## config.mk

```make
export PLATFORM = sky130hd
export DESIGN_NAME = wlan_serial_host_port
export DESIGN_NICKNAME = d
export VERILOG_FILES = /design/src/hdl/byte_order_swap.v /design/src/hdl/sync_2ff.v /design/src/hdl/wlan_serial_host_port.v
export VERILOG_INCLUDE_DIRS = /design/src /design/src/hdl
export SDC_FILE = /design/constraint.sdc
export NUM_CORES = 1
export LEC_CHECK = 0
export BUFFER_PORTS_ARGS = -buffer_cell sky130_fd_sc_hd__buf_2
export CORE_ASPECT_RATIO = 1.2
export CORE_MARGIN = 2
export CORE_UTILIZATION = 29
export CTS_CLUSTER_DIAMETER = 30
export CTS_CLUSTER_SIZE = 28
export DETAILED_ROUTE_END_ITERATION = 6
export PLACE_DENSITY = 0.46
export SYNTH_ARGS = -nofsm -noshare
export SYNTH_HDL_FRONTEND = slang
export SYNTH_SLANG_ARGS = --single-unit
```

## constraint.sdc

```tcl
create_clock -name clk_i -period 7.35 [get_ports clk_i]
set_input_delay 0.3675 -clock clk_i [delete_from_list [all_inputs] [get_ports clk_i]]
set_output_delay 0.3675 -clock clk_i [all_outputs]
set_load 0.01 [all_outputs]
```

## src/hdl/wlan_spi_defines.vh

```
`ifndef WLAN_SPI_DEFINES_VH
`define WLAN_SPI_DEFINES_VH

// ****************************************************************
// command word layout
// ****************************************************************
`define CMD_WRITE_BIT    31
`define CMD_INCR_BIT     30
`define CMD_FUNC_HI      29
`define CMD_FUNC_LO      28
`define CMD_ADDR_HI      27
`define CMD_ADDR_LO      11
`define CMD_LEN_HI       10
`define CMD_LEN_LO       0
`define CMD_BITS         32
`define MAX_FRAME_BYTES  12'd2048

// ****************************************************************
// function numbers and bus control registers
// ****************************************************************
`define FN_BUS_CONTROL   2'h0
`define FN_BACKPLANE     2'h1
`define REG_CFG0_ADDR    17'h00000
`define REG_CFG2_ADDR    17'h00002
`define REG_TEST_ADDR    17'h00014
`define CFG0_WORD32      0
`define CFG0_BIG_ENDIAN  1
`define CFG0_HIGH_SPEED  4
`define CFG0_IRQ_POL     5
`define CFG0_WAKE        7
`define CFG0_RESET       8'h30
`define RESP_DELAY_RESET 8'h04
`define CFG2_STATUS_EN   0
`define CFG2_IRQ_W_STAT  1
`define CFG2_DELAY_ALL   2
`define CFG2_RESET       8'h01

// ****************************************************************
// status word layout
// ****************************************************************
`define ST_NO_DATA       0
`define ST_UNDERFLOW     1
`define ST_OVERFLOW      2
`define ST_INT_A         3
`define ST_INT_B         4
`define ST_RX_READY_A    5
`define ST_RX_READY_B    6
`define ST_PKT_A         8
`define ST_LEN_A_LO      9
`define ST_PKT_B         20
`define ST_LEN_B_LO      21

// ****************************************************************
// strap decode and start-up timing
// ****************************************************************
`define STRAP_SERIAL_MODE 3'h2
`define STRAP_SETTLE      2'h2

`endif

```

## src/hdl/byte_order_swap.v

```verilog
`timescale 1ns/100ps

// byte reordering between link order and word order; its own inverse
module byte_order_swap
(
	// mode
	input  wire        big_endian_i,
	input  wire        word16_i,
	// data
	input  wire [31:0] d_i,
	output reg  [31:0] q_o
);

	// big endian passes through; little swaps per halfword or whole word
	always @*
	begin
		if (big_endian_i)
			q_o = d_i;
		else if (word16_i)
			q_o = {d_i[23:16], d_i[31:24], d_i[7:0], d_i[15:8]};
		else
			q_o = {d_i[7:0], d_i[15:8], d_i[23:16], d_i[31:24]};
	end
endmodule

```

## src/hdl/sync_2ff.v

```verilog
`timescale 1ns/100ps

// two flip-flop synchroniser, one per bit
module sync_2ff
#(
	parameter             WIDTH     = 1,
	parameter [WIDTH-1:0] RESET_VAL = {WIDTH{1'b0}}
)
(
	// clock and reset
	input  wire             clk_i,
	input  wire             arst_n_i,
	// data
	input  wire [WIDTH-1:0] d_i,
	output wire [WIDTH-1:0] q_o
);

	reg [WIDTH-1:0] meta_reg;
	reg [WIDTH-1:0] sync_reg;

	// first stage feeds only the second stage
	always @(posedge clk_i or negedge arst_n_i)
	begin
		if (!arst_n_i)
		begin
			meta_reg <= RESET_VAL;
			sync_reg <= RESET_VAL;
		end
		else
		begin
			meta_reg <= d_i;
			sync_reg <= meta_reg;
		end
	end

	assign q_o = sync_reg;
endmodule

```

## src/hdl/wlan_serial_host_port.v

```verilog
`timescale 1ns/100ps
`include "wlan_spi_defines.vh"

module wlan_serial_host_port
#(
	parameter [31:0] TEST_PATTERN = 32'hc3a5_5a3c // arbitrary value
)
(
	// clock and reset
	input  wire        clk_i,
	input  wire        arst_n_i,
	// link pins
	input  wire        spi_clk_i,
	input  wire        sd_data_line_three_n_i,
	input  wire        sd_cmd_i,
	output wire        sd_data_line_zero_o,
	output wire        sd_data_line_zero_oe_o,
	output wire        sd_data_line_one_o,
	output wire        sd_data_line_one_oe_o,
	output wire        sd_data_line_two_oe_o,
	// straps
	input  wire [2:0]  strap_host_ifc_i,
	output wire        serial_mode_o,
	// write path to functions
	output reg         wr_valid_o,
	output reg  [1:0]  wr_func_o,
	output reg  [16:0] wr_addr_o,
	output reg  [31:0] wr_data_o,
	// read path from functions
	output wire        rd_req_o,
	output wire [1:0]  rd_func_o,
	output wire [16:0] rd_addr_o,
	input  wire [31:0] rd_data_i,
	input  wire        rd_avail_i,
	// status sources
	input  wire        underflow_i,
	input  wire        overflow_i,
	input  wire [1:0]  pkt_int_i,
	input  wire [1:0]  rx_empty_i,
	input  wire [1:0]  pkt_avail_i,
	input  wire [10:0] pkt_len_a_i,
	input  wire [10:0] pkt_len_b_i,
	input  wire        backplane_int_i,
	// wake-up
	output reg         wake_req_o,
	input  wire        chip_ready_i,
	// configuration view
	output wire        word32_o,
	output wire        big_endian_o,
	output wire        high_speed_o,
	output wire        status_en_o,
	output wire [7:0]  resp_delay_o
);

	// ****************************************************************
	// states
	// ****************************************************************
	localparam [2:0] S_IDLE  = 3'h0;
	localparam [2:0] S_CMD   = 3'h1;
	localparam [2:0] S_WDATA = 3'h2;
	localparam [2:0] S_DELAY = 3'h3;
	localparam [2:0] S_RDATA = 3'h4;
	localparam [2:0] S_STAT  = 3'h5;
	localparam [2:0] S_DONE  = 3'h6;

	// ****************************************************************
	// declarations
	// ****************************************************************
	wire [5:0]  pins_s;
	wire [2:0]  strap_s;
	wire        sclk_s;
	wire        cs_n_s;
	wire        di_s;
	reg         sclk_d_reg;
	reg  [1:0]  strap_cnt_reg;
	reg         serial_mode_reg;
	reg  [7:0]  cfg0_reg;
	reg  [7:0]  delay_reg;
	reg  [7:0]  cfg2_reg;
	reg  [2:0]  state_reg;
	reg  [4:0]  bit_cnt_reg;
	reg  [10:0] dly_cnt_reg;
	reg  [11:0] words_reg;
	reg  [11:0] len_reg;
	reg  [1:0]  func_reg;
	reg  [16:0] addr_reg;
	reg         incr_reg;
	reg         first_reg;
	reg  [30:0] rx_sh_reg;
	reg  [31:0] tx_sh_reg;
	reg  [31:0] hold_reg;
	reg         pend_reg;
	reg         no_data_reg;
	reg         under_reg;
	reg         over_reg;
	reg         wake_pend_reg;
	reg         irq_reg;

	// ****************************************************************
	// pin synchronisers and link clock edges
	// ****************************************************************
	sync_2ff #(.WIDTH(6), .RESET_VAL(6'h02)) u_pin_sync
	(
		.clk_i    (clk_i),
		.arst_n_i (arst_n_i),
		.d_i      ({strap_host_ifc_i, spi_clk_i,
		            sd_data_line_three_n_i, sd_cmd_i}),
		.q_o      (pins_s)
	);

	assign strap_s = pins_s[5:3];
	assign sclk_s  = pins_s[2];
	assign cs_n_s  = pins_s[1];
	assign di_s    = pins_s[0];

	wire cfg_word32 = cfg0_reg[`CFG0_WORD32];
	wire cfg_big    = cfg0_reg[`CFG0_BIG_ENDIAN];
	wire cfg_hs     = cfg0_reg[`CFG0_HIGH_SPEED];
	wire link_on    = serial_mode_reg & ~cs_n_s;
	// oversampling limits the usable link clock to well under clk_i/4
	wire rx_edge    = link_on & sclk_s & ~sclk_d_reg;
	wire fall_edge  = link_on & ~sclk_s & sclk_d_reg;
	wire tx_edge    = cfg_hs ? rx_edge : fall_edge;

	// strap capture a few cycles after reset release
	always @(posedge clk_i or negedge arst_n_i)
	begin
		if (!arst_n_i)
		begin
			sclk_d_reg      <= 1'b0;
			strap_cnt_reg   <= 2'h0;
			serial_mode_reg <= 1'b0;
		end
		else
		begin
			sclk_d_reg <= sclk_s;
			// straps are taken once; later pin changes are ignored
			if (strap_cnt_reg != 2'h3)
				strap_cnt_reg <= strap_cnt_reg + 2'h1;
			if (strap_cnt_reg == `STRAP_SETTLE)
				serial_mode_reg <= (strap_s == `STRAP_SERIAL_MODE);
		end
	end

	// ****************************************************************
	// receive word and command decode
	// ****************************************************************
	wire [31:0] rx_full = {rx_sh_reg, di_s};
	wire [31:0] rx_raw  = (cfg_word32 || state_reg == S_CMD) ? rx_full
	                      : {16'h0000, rx_full[15:0]};
	wire [31:0] rx_val;

	byte_order_swap u_rx_swap
	(
		.big_endian_i (cfg_big),
		.word16_i     (~cfg_word32),
		.d_i          (rx_raw),
		.q_o          (rx_val)
	);

	wire        cmd_write = rx_val[`CMD_WRITE_BIT];
	wire        cmd_incr  = rx_val[`CMD_INCR_BIT];
	wire [1:0]  cmd_func  = rx_val[`CMD_FUNC_HI:`CMD_FUNC_LO];
	wire [16:0] cmd_addr  = rx_val[`CMD_ADDR_HI:`CMD_ADDR_LO];
	wire [10:0] cmd_len   = rx_val[`CMD_LEN_HI:`CMD_LEN_LO];
	// zero length means a full frame
	wire [11:0] len_eff   = (cmd_len == 11'h000) ? `MAX_FRAME_BYTES
	                        : {1'b0, cmd_len};
	wire [12:0] len_sum   = {1'b0, len_eff} + (cfg_word32 ? 13'h0003
	                                                       : 13'h0001);
	wire [11:0] cmd_words = cfg_word32 ? {1'b0, len_sum[12:2]}
	                        : len_sum[12:1];
	wire        cmd_delay = ~cmd_write && (delay_reg != 8'h00) &&
	                        (cmd_func == `FN_BACKPLANE ||
	                         cfg2_reg[`CFG2_DELAY_ALL]);

	// word boundaries: command and status are always 32 bits
	wire [4:0]  word_last = (state_reg == S_CMD || state_reg == S_STAT ||
	                         cfg_word32) ? 5'd31 : 5'd15;
	wire        bnd       = rx_edge && bit_cnt_reg == word_last;
	wire        status_en = cfg2_reg[`CFG2_STATUS_EN];
	wire [16:0] step      = cfg_word32 ? 17'h00004 : 17'h00002;

	// ****************************************************************
	// load decisions for the transmit shifter
	// ****************************************************************
	wire go_read   = bnd && state_reg == S_CMD && ~cmd_write && ~cmd_delay;
	wire dly_end   = rx_edge && state_reg == S_DELAY &&
	                 dly_cnt_reg == 11'h000;
	wire more_rd   = bnd && state_reg == S_RDATA && words_reg != 12'h001;
	wire last_data = bnd && (state_reg == S_RDATA || state_reg == S_WDATA)
	                 && words_reg == 12'h001;
	wire load_read = go_read | dly_end | more_rd;
	wire load_stat = last_data & status_en;
	wire in_cmd    = state_reg == S_CMD;
	wire [1:0]  cur_func = in_cmd ? cmd_func : func_reg;
	wire [16:0] cur_addr = in_cmd ? cmd_addr : addr_reg;
	wire        cur_bus  = cur_func == `FN_BUS_CONTROL;

	// read request handshake, answered in the same cycle
	assign rd_req_o  = load_read & ~cur_bus;
	assign rd_func_o = cur_func;
	assign rd_addr_o = cur_addr;

	// bus control function read view
	wire [31:0] bus_rd = (cur_addr == `REG_CFG0_ADDR) ?
	                     {8'h00, cfg2_reg, delay_reg, cfg0_reg} :
	                     (cur_addr == `REG_TEST_ADDR) ? TEST_PATTERN :
	                     32'h0000_0000;
	wire        miss     = rd_req_o & ~rd_avail_i;
	wire [31:0] rd_val   = cur_bus ? bus_rd : rd_data_i;

	// status word, including a miss of the very word just loaded
	wire [31:0] status_word;
	assign status_word[`ST_NO_DATA]   = no_data_reg;
	assign status_word[`ST_UNDERFLOW] = under_reg | underflow_i;
	assign status_word[`ST_OVERFLOW]  = over_reg | overflow_i;
	assign status_word[`ST_INT_A]     = pkt_int_i[0];
	assign status_word[`ST_INT_B]     = pkt_int_i[1];
	assign status_word[`ST_RX_READY_A] = rx_empty_i[0];
	assign status_word[`ST_RX_READY_B] = rx_empty_i[1];
	assign status_word[7]             = 1'b0;
	assign status_word[`ST_PKT_A]     = pkt_avail_i[0];
	assign status_word[`ST_PKT_B-1:`ST_LEN_A_LO] = pkt_len_a_i;
	assign status_word[`ST_PKT_B]     = pkt_avail_i[1];
	assign status_word[31:`ST_LEN_B_LO] = pkt_len_b_i;

	wire [31:0] tx_val  = load_stat ? status_word : rd_val;
	wire        tx_wide = load_stat | cfg_word32;
	wire [31:0] tx_sw;
	wire [31:0] tx_aligned = tx_wide ? tx_sw : {tx_sw[15:0], 16'h0000};

	byte_order_swap u_tx_swap
	(
		.big_endian_i (cfg_big),
		.word16_i     (~cfg_word32),
		.d_i          (tx_val),
		.q_o          (tx_sw)
	);

	// ****************************************************************
	// transaction sequencer
	// ****************************************************************
	always @(posedge clk_i or negedge arst_n_i)
	begin
		if (!arst_n_i)
		begin
			state_reg   <= S_IDLE;
			bit_cnt_reg <= 5'h00;
			dly_cnt_reg <= 11'h000;
			words_reg   <= 12'h000;
			len_reg     <= 12'h000;
			func_reg    <= 2'h0;
			addr_reg    <= 17'h00000;
			incr_reg    <= 1'b0;
			first_reg   <= 1'b0;
			rx_sh_reg   <= 31'h0;
		end
		else if (cs_n_s || !serial_mode_reg)
			state_reg <= S_IDLE;  // select high ends any phase
		else
		begin
			if (rx_edge)
			begin
				rx_sh_reg   <= rx_full[30:0];
				bit_cnt_reg <= bnd ? 5'h00 : bit_cnt_reg + 5'h01;
			end
			case (state_reg)
				S_IDLE:
				begin
					state_reg   <= S_CMD;
					bit_cnt_reg <= 5'h00;
				end
				S_CMD:
					if (bnd)  // 32-bit command decoded
					begin
						func_reg  <= cmd_func;
						incr_reg  <= cmd_incr;
						words_reg <= cmd_words;
						len_reg   <= len_eff;
						first_reg <= 1'b1;
						addr_reg  <= (go_read && cmd_incr) ? cmd_addr + step
						             : cmd_addr;
						dly_cnt_reg <= {delay_reg, 3'b000} - 11'h001;
						if (cmd_write)
							state_reg <= S_WDATA;
						else if (cmd_delay)
							state_reg <= S_DELAY;
						else
							state_reg <= S_RDATA;
					end
				S_DELAY:
					if (rx_edge)
					begin
						dly_cnt_reg <= dly_cnt_reg - 11'h001;
						if (dly_end)
						begin
							state_reg   <= S_RDATA;
							bit_cnt_reg <= 5'h00;
							if (incr_reg)
								addr_reg <= addr_reg + step;
						end
					end
				S_WDATA, S_RDATA:
					if (bnd)
					begin
						words_reg <= words_reg - 12'h001;
						first_reg <= 1'b0;
						if (incr_reg && (state_reg == S_WDATA || more_rd))
							addr_reg <= addr_reg + step;
						if (last_data)
							state_reg <= status_en ? S_STAT : S_DONE;
					end
				S_STAT:
					if (bnd)
						state_reg <= S_DONE;
				S_DONE:
					state_reg <= S_DONE;
				default:
					state_reg <= S_IDLE;
			endcase
		end
	end

	// ****************************************************************
	// transmit shifter
	// ****************************************************************
	// fast mode loads on the closing edge itself; normal mode holds the
	// word for the following falling edge
	always @(posedge clk_i or negedge arst_n_i)
	begin
		if (!arst_n_i)
		begin
			tx_sh_reg <= 32'h0000_0000;
			hold_reg  <= 32'h0000_0000;
			pend_reg  <= 1'b0;
		end
		else if (cs_n_s)
			pend_reg <= 1'b0;
		else
		begin
			if ((load_read || load_stat) && !cfg_hs)
			begin
				hold_reg <= tx_aligned;
				pend_reg <= 1'b1;
			end
			if (tx_edge)
			begin
				if (cfg_hs && (load_read || load_stat))
					tx_sh_reg <= tx_aligned;
				else if (!cfg_hs && pend_reg)
				begin
					tx_sh_reg <= hold_reg;
					pend_reg  <= 1'b0;
				end
				else
					tx_sh_reg <= {tx_sh_reg[30:0], 1'b0};
			end
		end
	end

	// ****************************************************************
	// writes, configuration and per-transaction flags
	// ****************************************************************
	wire wr_word = bnd && state_reg == S_WDATA;
	wire bus_wr  = wr_word && func_reg == `FN_BUS_CONTROL && first_reg;
	wire wake_wr = bus_wr && addr_reg == `REG_CFG0_ADDR &&
	               rx_val[`CFG0_WAKE];

	always @(posedge clk_i or negedge arst_n_i)
	begin
		if (!arst_n_i)
		begin
			cfg0_reg      <= `CFG0_RESET;
			delay_reg     <= `RESP_DELAY_RESET;
			cfg2_reg      <= `CFG2_RESET;
			wr_valid_o    <= 1'b0;
			wr_func_o     <= 2'h0;
			wr_addr_o     <= 17'h00000;
			wr_data_o     <= 32'h0000_0000;
			wake_req_o    <= 1'b0;
			wake_pend_reg <= 1'b0;
			no_data_reg   <= 1'b0;
			under_reg     <= 1'b0;
			over_reg      <= 1'b0;
		end
		else
		begin
			wr_valid_o <= wr_word && func_reg != `FN_BUS_CONTROL;
			if (wr_word)
			begin
				wr_func_o <= func_reg;
				wr_addr_o <= addr_reg;
				wr_data_o <= rx_val;
			end
			// bus control bytes, bounded by the command length
			if (bus_wr && addr_reg == `REG_CFG0_ADDR)
			begin
				cfg0_reg <= rx_val[7:0] & 8'h7f;  // wake is not stored
				if (len_reg >= 12'h002)
					delay_reg <= rx_val[15:8];
				if (len_reg >= 12'h003 && cfg_word32)
					cfg2_reg <= rx_val[23:16] & 8'h07;
			end
			else if (bus_wr && addr_reg == `REG_CFG2_ADDR)
				cfg2_reg <= rx_val[7:0] & 8'h07;
			wake_req_o <= wake_wr;
			// set wins over the clear at the start of a new command
			if (wake_wr)
				wake_pend_reg <= 1'b1;
			else if (state_reg == S_IDLE && link_on && chip_ready_i)
				wake_pend_reg <= 1'b0;
			if (miss)
				no_data_reg <= 1'b1;
			else if (state_reg == S_IDLE)
				no_data_reg <= 1'b0;
			if (underflow_i)
				under_reg <= 1'b1;
			else if (state_reg == S_IDLE)
				under_reg <= 1'b0;
			if (overflow_i)
				over_reg <= 1'b1;
			else if (state_reg == S_IDLE)
				over_reg <= 1'b0;
		end
	end

	// ****************************************************************
	// interrupt pin
	// ****************************************************************
	// all events are held back mid-transfer while the status word is enabled and CFG2_IRQ_W_STAT is clear
	wire irq_event  = backplane_int_i | (|pkt_int_i) |
	                  (wake_pend_reg & chip_ready_i);
	wire irq_active = irq_event & (~status_en | cfg2_reg[`CFG2_IRQ_W_STAT] |
	                  cs_n_s);

	always @(posedge clk_i or negedge arst_n_i)
	begin
		if (!arst_n_i)
			irq_reg <= 1'b0;
		else
			irq_reg <= irq_active ~^ cfg0_reg[`CFG0_IRQ_POL];
	end

	// ****************************************************************
	// pin roles and configuration view
	// ****************************************************************
	assign sd_data_line_zero_o    = tx_sh_reg[31];
	assign sd_data_line_zero_oe_o = link_on;
	assign sd_data_line_one_o     = irq_reg;
	assign sd_data_line_one_oe_o  = serial_mode_reg;
	assign sd_data_line_two_oe_o  = 1'b0;               // unused line
	assign serial_mode_o          = serial_mode_reg;
	assign word32_o               = cfg_word32;
	assign big_endian_o           = cfg_big;
	assign high_speed_o           = cfg_hs;
	assign status_en_o            = status_en;
	assign resp_delay_o           = delay_reg;
endmodule

```

### After elaboration in Yosys (flattened, before gate mapping)

Cells that the tools add are included.

| storage, ports and cells | value |
|---|---|
| latch bits | 0 |
| input port bits | 73 |
| logic and storage cells | 231 |
| RAM bits | 0 |
| memories kept | 0 |
| ROM bits | 0 |
| register bits after elaboration | 257 |
| output and inout port bits | 91 |

| cells by class | value |
|---|---|
| bitwise operators | 29 |
| muxes and demuxes | 67 |
| shifts and indexed selects | 0 |
| multipliers | 0 |
| order comparisons | 2 |
| add/sub/neg operators | 8 |
| divide/modulo/power cells | 0 |
| equality and inequality tests | 28 |
| reductions and logical operators | 66 |

Operators by type and width:

| kind | count |
|---|---|
| $mux 32 | 12 |
| $mux 17 | 8 |
| $pmux 17 s3 | 1 |
| $mux 12 | 4 |
| $add 17x3->17 | 2 |
| $logic_not 17->1 | 2 |
| $mux 3 | 10 |
| $logic_and 1x1->1 | 27 |
| $mux 5 | 5 |
| $ge 12x2->1 const B | 2 |
| $mux 8 | 3 |
| $pmux 12 s2 | 1 |
| $logic_not 11->1 | 2 |
| $mux 11 | 2 |
| $pmux 11 s2 | 1 |
| $sub 11x1->11 const B | 2 |
| $pmux 3 s6 | 1 |
| $eq 17x2->1 const B | 1 |
| $eq 17x5->1 const B | 1 |
| $reduce_bool 2->1 | 8 |
| $mux 1 | 14 |
| $ne 2x2->1 const B | 7 |
| $add 12x2->13 | 1 |
| $eq 12x1->1 const B | 1 |
| other kinds (32) | 82 |

### Depth between registers and ports, before layout

| logic depth | value |
|---|---|
| depth after elaboration | 19 |
| gate-level depth with buffers | 19 |
| depth with buffers taken out | 14 |

### Modules after synthesis

From an unflattened synthesis, not the netlist that was laid out.

| unflattened totals | value |
|---|---|
| cell total of the unflattened synthesis | 1745 |
| area total of the unflattened synthesis | 15339.7 µm² |

Modules (own cells, without submodules):

| module | instances | sequential area each (µm²) | cells each | area an instance (µm²) |
|---|---|---|---|---|
| wlan_serial_host_port | 1 | 6010.8 | 1519 | 13608.1 |
| byte_order_swap | 2 | 0.0 | 107 | 714.4 |
| sync_2ff | 1 | 302.8 | 12 | 302.8 |

### Worst setup path after synthesis

OpenSTA, ideal clock, no wires.

| timing | value |
|---|---|
| path type | reg-to-reg |
| from | register cfg0_reg[0] |
| to | register addr_reg[11] |
| path buffers | 6 |
| clock period less this slack | 4.063 ns |
| library setup time | 0.136 ns |
| required time | 7.214 ns |
| path slack | 3.287 ns |
| data arrival time | 3.926 ns |
| stages on the path, launching flop included | 17 |
| cells stage by stage | dfrtp_1 buf_4 buf_2 inv_1 clkbuf_1 clkbuf_1 clkbuf_1 clkbuf_1 ha_1 inv_1 fa_1 nand3b_1 nor2_1 nand2_1 or4_1 o21ai_0 a21oi_1 |

| on the way | value |
|---|---|
| longest elaborated chain between the ends | 13 |
| elaborated cells on any way between the ends | 37 |
| those cells by class | add/sub (2); eq/ne (5); mux (13); bitwise (2); reduce/logical (15) |

Ends and longest elaborated chain:

| element | RTL line | text |
|---|---|---|
| from (decl) | wlan_serial_host_port.v:77 | `reg [7:0] cfg0_reg;` |
| from (signal assigned) | wlan_serial_host_port.v:374 | `` cfg0_reg <= `CFG0_RESET; `` |
| from (signal assigned) | wlan_serial_host_port.v:399 | `cfg0_reg <= rx_val[7:0] & 8'h7f;` |
| branches (longest 13 deep; another with $add 17x3->17) | -- |  |
| to (signal assigned) | wlan_serial_host_port.v:282 | `addr_reg <= (go_read && cmd_incr) ? cmd_addr + step` |
| to (signal assigned) | wlan_serial_host_port.v:301 | `addr_reg <= addr_reg + step;` |
| to (signal assigned) | wlan_serial_host_port.v:310 | `addr_reg <= addr_reg + step;` |
| to (decl) | wlan_serial_host_port.v:86 | `reg [16:0] addr_reg;` |

Several ways; the timed one is not identified. The select of a mux whose other input is x is not followed.
A chain may end at the register's enable or synchronous reset.

### Worst setup path in the final report

| timing | value |
|---|---|
| from | register serial_mode_reg, in the netlist sd_data_line_one_oe_o |
| to | register tx_sh_reg[2] |

| on the way | value |
|---|---|
| longest elaborated chain between the ends | 12 |
| elaborated cells on any way between the ends | 28 |
| those cells by class | mux (6); bitwise (9); reduce/logical (13) |

Ends and longest elaborated chain:

| element | RTL line | text |
|---|---|---|
| from (decl) | wlan_serial_host_port.v:76 | `reg serial_mode_reg;` |
| from (signal assigned) | wlan_serial_host_port.v:141 | `` serial_mode_reg <= (strap_s == `STRAP_SERIAL_MODE); `` |
| $and 1x1->1 * | wlan_serial_host_port.v:119 | `wire link_on = serial_mode_reg & ~cs_n_s;` |
| $and 1x1->1 (2 in a row) | wlan_serial_host_port.v:121 | `wire rx_edge = link_on & sclk_s & ~sclk_d_reg;` |
| $logic_and 1x1->1 | wlan_serial_host_port.v:180 | `wire bnd = rx_edge && bit_cnt_reg == word_last;` |
| $logic_and 1x1->1 (on tied branches) | wlan_serial_host_port.v:191, wlan_serial_host_port.v:187 |  |
| $logic_and 1x1->1 (on tied branches) | wlan_serial_host_port.v:192, wlan_serial_host_port.v:187 |  |
| $and 1x1->1 / $logic_and 1x1->1 (equally long branches) | wlan_serial_host_port.v:194, wlan_serial_host_port.v:187 |  |
| $mux 32 / $or 1x1->1 (equally long branches) | wlan_serial_host_port.v:228, wlan_serial_host_port.v:193 |  |
| $mux 32 / $or 1x1->1 (equally long branches) | byte_order_swap.v:19, wlan_serial_host_port.v:193 |  |
| $mux 32 / $logic_or 1x1->1 (equally long branches) | byte_order_swap.v:17, wlan_serial_host_port.v:349 |  |
| $mux 32 / $logic_and 1x1->1 (equally long branches) | wlan_serial_host_port.v:231, wlan_serial_host_port.v:349 |  |
| $mux 32 | wlan_serial_host_port.v:349 | `if (cfg_hs && (load_read \|\| load_stat))` |
| to (signal assigned) | wlan_serial_host_port.v:350 | `tx_sh_reg <= tx_aligned;` |
| to (signal assigned) | wlan_serial_host_port.v:353 | `tx_sh_reg <= hold_reg;` |
| to (signal assigned) | wlan_serial_host_port.v:357 | `tx_sh_reg <= {tx_sh_reg[30:0], 1'b0};` |
| to (decl) | wlan_serial_host_port.v:90 | `reg [31:0] tx_sh_reg;` |

Every way passes the cells marked *; elsewhere a longest branch is shown, timed or not.

==> insert_results.sql <==
INSERT INTO impl_metrics (metric_group, metric, value, unit) VALUES
('run_status', 'run_status', 'finished, final reports clean', ''),
('route', 'count_of_unresolved_drc_violations_after_routing', '0', ''),
('yosys', 'post_synthesis_register_bit_count', '252', ''),
('placement', 'dp_hpwl', '44.99', 'mm'),
('power', 'static-leakage-power', '9.056', 'nW'),
('clock_tree', 'clock-sinks', '252', ''),
('grt', 'grtUsageTotal', '22.73', '%'),
('setup_path', 'regToRegSetupSlack', '2.47', 'ns'),
('placement', 'pre_cts_slack', '2.609', 'ns'),
('layout', 'design.final.nets', '2064', ''),
('yosys', 'synth_top_area_cell', 'dfrtp_1', ''),
('die', 'die_height', '257.6', 'µm'),
('grt', 'global_route.overflow_total', '0', ''),
('grt', 'antenna_found_initial', '1', ''),
('clock_tree', 'cts_buffer_depth', '3', ''),
('die', 'die_width', '215.3', 'µm'),
('sta', 'max_freq', '204.9', 'MHz'),
('yosys', 'synth_most_common_cell', 'dfrtp_1', ''),
('yosys', 'postSynthCellCount', '1818', ''),
('grt', 'number_of_global_route_vias_before_repair', '15110', ''),
('setup_path', 'timing.critical_path.arrival', '5.38', 'ns'),
('yosys', 'synth_top_area_share', '39.62', '%'),
('setup_path', 'critical_path.startpoint_type', 'register', ''),
('route', 'first_pass_iters', '5', ''),
('setup_path', 'critical_path.max_fanout', '42', ''),
('sta', 'tns', '0', 'ns'),
('yosys', 'most_used_flip_flop_cell_after_synthesis', 'dfrtp_1', ''),
('hold_path', 'worstHoldStart', 'rd_avail_i', ''),
('setup_path', 'timing.reg2reg.worst_path_depth', '8', ''),
('die', 'ios', '164', ''),
('setup_path', 'required', '7.85', 'ns'),
('route', 'routed_wirelength', '63.62', 'mm'),
('yosys', 'synth_area_per_cell', '8.546', 'µm²'),
('hold_path', 'whs_endpoint', 'no_data_reg$_DFFE_PN0P_', ''),
('sta', 'hold_violations', '0', ''),
('sta', 'final_min_period_over_clock_period', '66.39', '%'),
('run', 'cap_violations', '0', ''),
('power', 'power_density', '266.2', 'mW/mm²'),
('clock_tree', 'post-cts-setup-buffers', '0', ''),
('route', 'route.detailed.wl_per_inst', '23.19', 'µm'),
('die', 'std_cell_rows', '92', ''),
('clock_tree', 'hold_buffer_count_at_cts', '8', ''),
('yosys', 'synth.cells.most_frequent', 'dfrtp_1, o21ai_0, nand2_1', ''),
('die', 'dieArea', '0.05545', 'mm²'),
('clock_tree', 'tritoncts', 'built', ''),
('die', 'coreArea', '0.05272', 'mm²'),
('yosys', 'synth_cell_type_count', '95', ''),
('die', 'start_util', '29.47', '%'),
('clock_tree', 'clk-insertion-delay-late', '0.61', 'ns'),
('hold_path', 'number_of_cells_on_the_worst_hold_path', '2', ''),
('sta', 'slew_viol_final', '0', ''),
('grt', 'pin_count_of_the_biggest_net_entering_global_routing', '144', ''),
('route', 'drt-initial-drc-count', '1286', ''),
('layout', 'multi_input_comb_area', '0.008588', 'mm²'),
('clock_tree', 'htreeDepth', '3', ''),
('setup_path', 'timing.rr.end', 'tx_sh_reg[2]$_DFFE_PN0P_', ''),
('sta', 'max_slew.worst_pin.slew', '1.316', 'ns'),
('hold_path', 'worstHoldPathType', 'in2reg', ''),
('clock_tree', 'clock-root-buffer', 'clkbuf_16', ''),
('setup_path', 'critPathKind', 'reg2reg', ''),
('yosys', 'synth_area', '0.01554', 'mm²'),
('route', 'vias', '15140', ''),
('placement', 'port_buffers', '162', ''),
('yosys', 'synth-edff-count', '0', ''),
('sta', 'final_critical_path_setup_slack', '2.470', 'ns'),
('sta', 'rsz_0062_raised_after_global_routing', 'no', ''),
('yosys', 'seq_area_frac_synth', '40.63', '%'),
('setup_path', 'cp-end-kind', 'register', ''),
('clock_tree', 'clk_pin_slew_worst_paths', '0.04', 'ns'),
('sta', 'timing.clock.skew', '0.03131', 'ns'),
('clock_tree', 'cts-buffers-inserted', '75', '');
==> kinds of logic (layout without fill, tap and decap cells) <==
family	Yosys count	in the layout	share of synthesized area, %
flip-flops	252	252	40.63
XOR/XNOR	29	29	1.635
other	1	2	0.02414
multiplexers	127	127	8.786
AND/OR/NAND/NOR	620	620	18.78
adder cells (fa/ha/maj)	17	17	1.498
buffers and inverters	160	379	4.349
AO/OA/AOI/OAI	612	612	24.30
==> how the worst max path moves through the flow <==
stage / from / endpoint / slack (ns) / cells past startpoint
after detailed placement: cfg0_reg[1]$_DFFE_PN0P_ / tx_sh_reg[0]$_DFFE_PN0P_ / 2.61 / 11
final: sd_data_line_one_oe_o$_DFFE_PN0N_ / tx_sh_reg[2]$_DFFE_PN0P_ / 2.47 / 8
after CTS: sd_data_line_one_oe_o$_DFFE_PN0N_ / tx_sh_reg[2]$_DFFE_PN0P_ / 2.59 / 8
after global routing: cfg0_reg[1]$_DFFE_PN0P_ / tx_sh_reg[19]$_DFFE_PN0P_ / 2.20 / 11
after global placement: sd_data_line_one_oe_o$_DFFE_PN0N_ / tx_sh_reg[2]$_DFFE_PN0P_ / 2.63 / 8
after floorplan: cfg0_reg[0]$_DFFE_PN0P_ / addr_reg[11]$_DFFE_PN0P_ / 3.29 / 16
==> metrics by stage <==
| stage | total power, mW | util (%) | hold WS, ns | cells | cell area, µm² |
|---|---|---|---|---|---|
| 5_1_grt | 5.486 | 37.87 | 0.03359 | 2742 | 19960 |
| 4_1_cts | 5.373 | 37.86 | 0.01270 | 2741 | 19960 |
| 2_1_floorplan | 1.577 | - | 0.07191 | 1818 | 15540 |
| 3_5_place_dp | 1.696 | 32.30 | 0.3379 | 2594 | 17030 |
| 6_report | 5.315 | 37.87 | 0.05334 | 2743 | 19970 |
| 3_3_place_gp | 1.694 | 32.30 | 0.3349 | 2594 | 17030 |
==> cells in the final DEF, fill, tap and decap left out, types with 10 or more instances in the layout <==
master	n
a211oi_1	12
a21o_1	24
a21oi_1	126
a22o_1	13
a22oi_1	10
a31oi_1	30
and2_1	10
and3_1	19
buf_2	162
buf_4	38
bufinv_16	19
clkbuf_16	75
clkbuf_8	10
clkinv_2	19
dfrtp_1	244
ha_1	13
inv_1	29
mux2_2	71
mux2i_1	54
nand2_1	224
nand2b_1	20
nand3_1	48
nand4_1	10
nor2_1	148
nor3_1	65
nor4_1	12
o211ai_1	22
o21ai_0	236
o22ai_1	18
o31ai_1	19
or2_2	10
xnor2_1	20
==> critical path, cell delays in order (launching register included) <==
cell      delay (ns)
dfrtp_1         0.43
and4bb_2        0.26
buf_4           0.46
and4_1          0.46
o21a_1          0.49
nand3_1         0.82
a21oi_1         1.29
a41oi_1         0.31
o21ai_0         0.25
==> per-layer routing <==
metal | up-vias | global-route usage (%) | wire, µm
li1 | 6989 | - | -
met3 | 172 | 4.099 | 3853
met4 | 0 | 12.78 | 3570
met2 | 628 | 37.88 | 30480
met5 | - | 0 | 0
met1 | 7355 | 27.75 | 25710
==> report_power, final <==
part | switching, mW | internal, mW | total [mW]
sequential | 0.0486 | 1.44 | 1.49
combinational | 0.116 | 0.0730 | 0.189
clock | 1.00 | 2.63 | 3.63
total | 1.17 | 4.15 | 5.31
==> area by class of cell <==
class	instances	area share [%]
antenna	1	0.01253
clock buffer	90	10.18
clock inverter	49	4.080
inverter	30	0.5640
multi-input combinational	1406	43.02
sequential	252	31.66
tap	705	4.418
timing repair buffer	210	6.066
No activity file was read; power rests on OpenSTA's default activity.
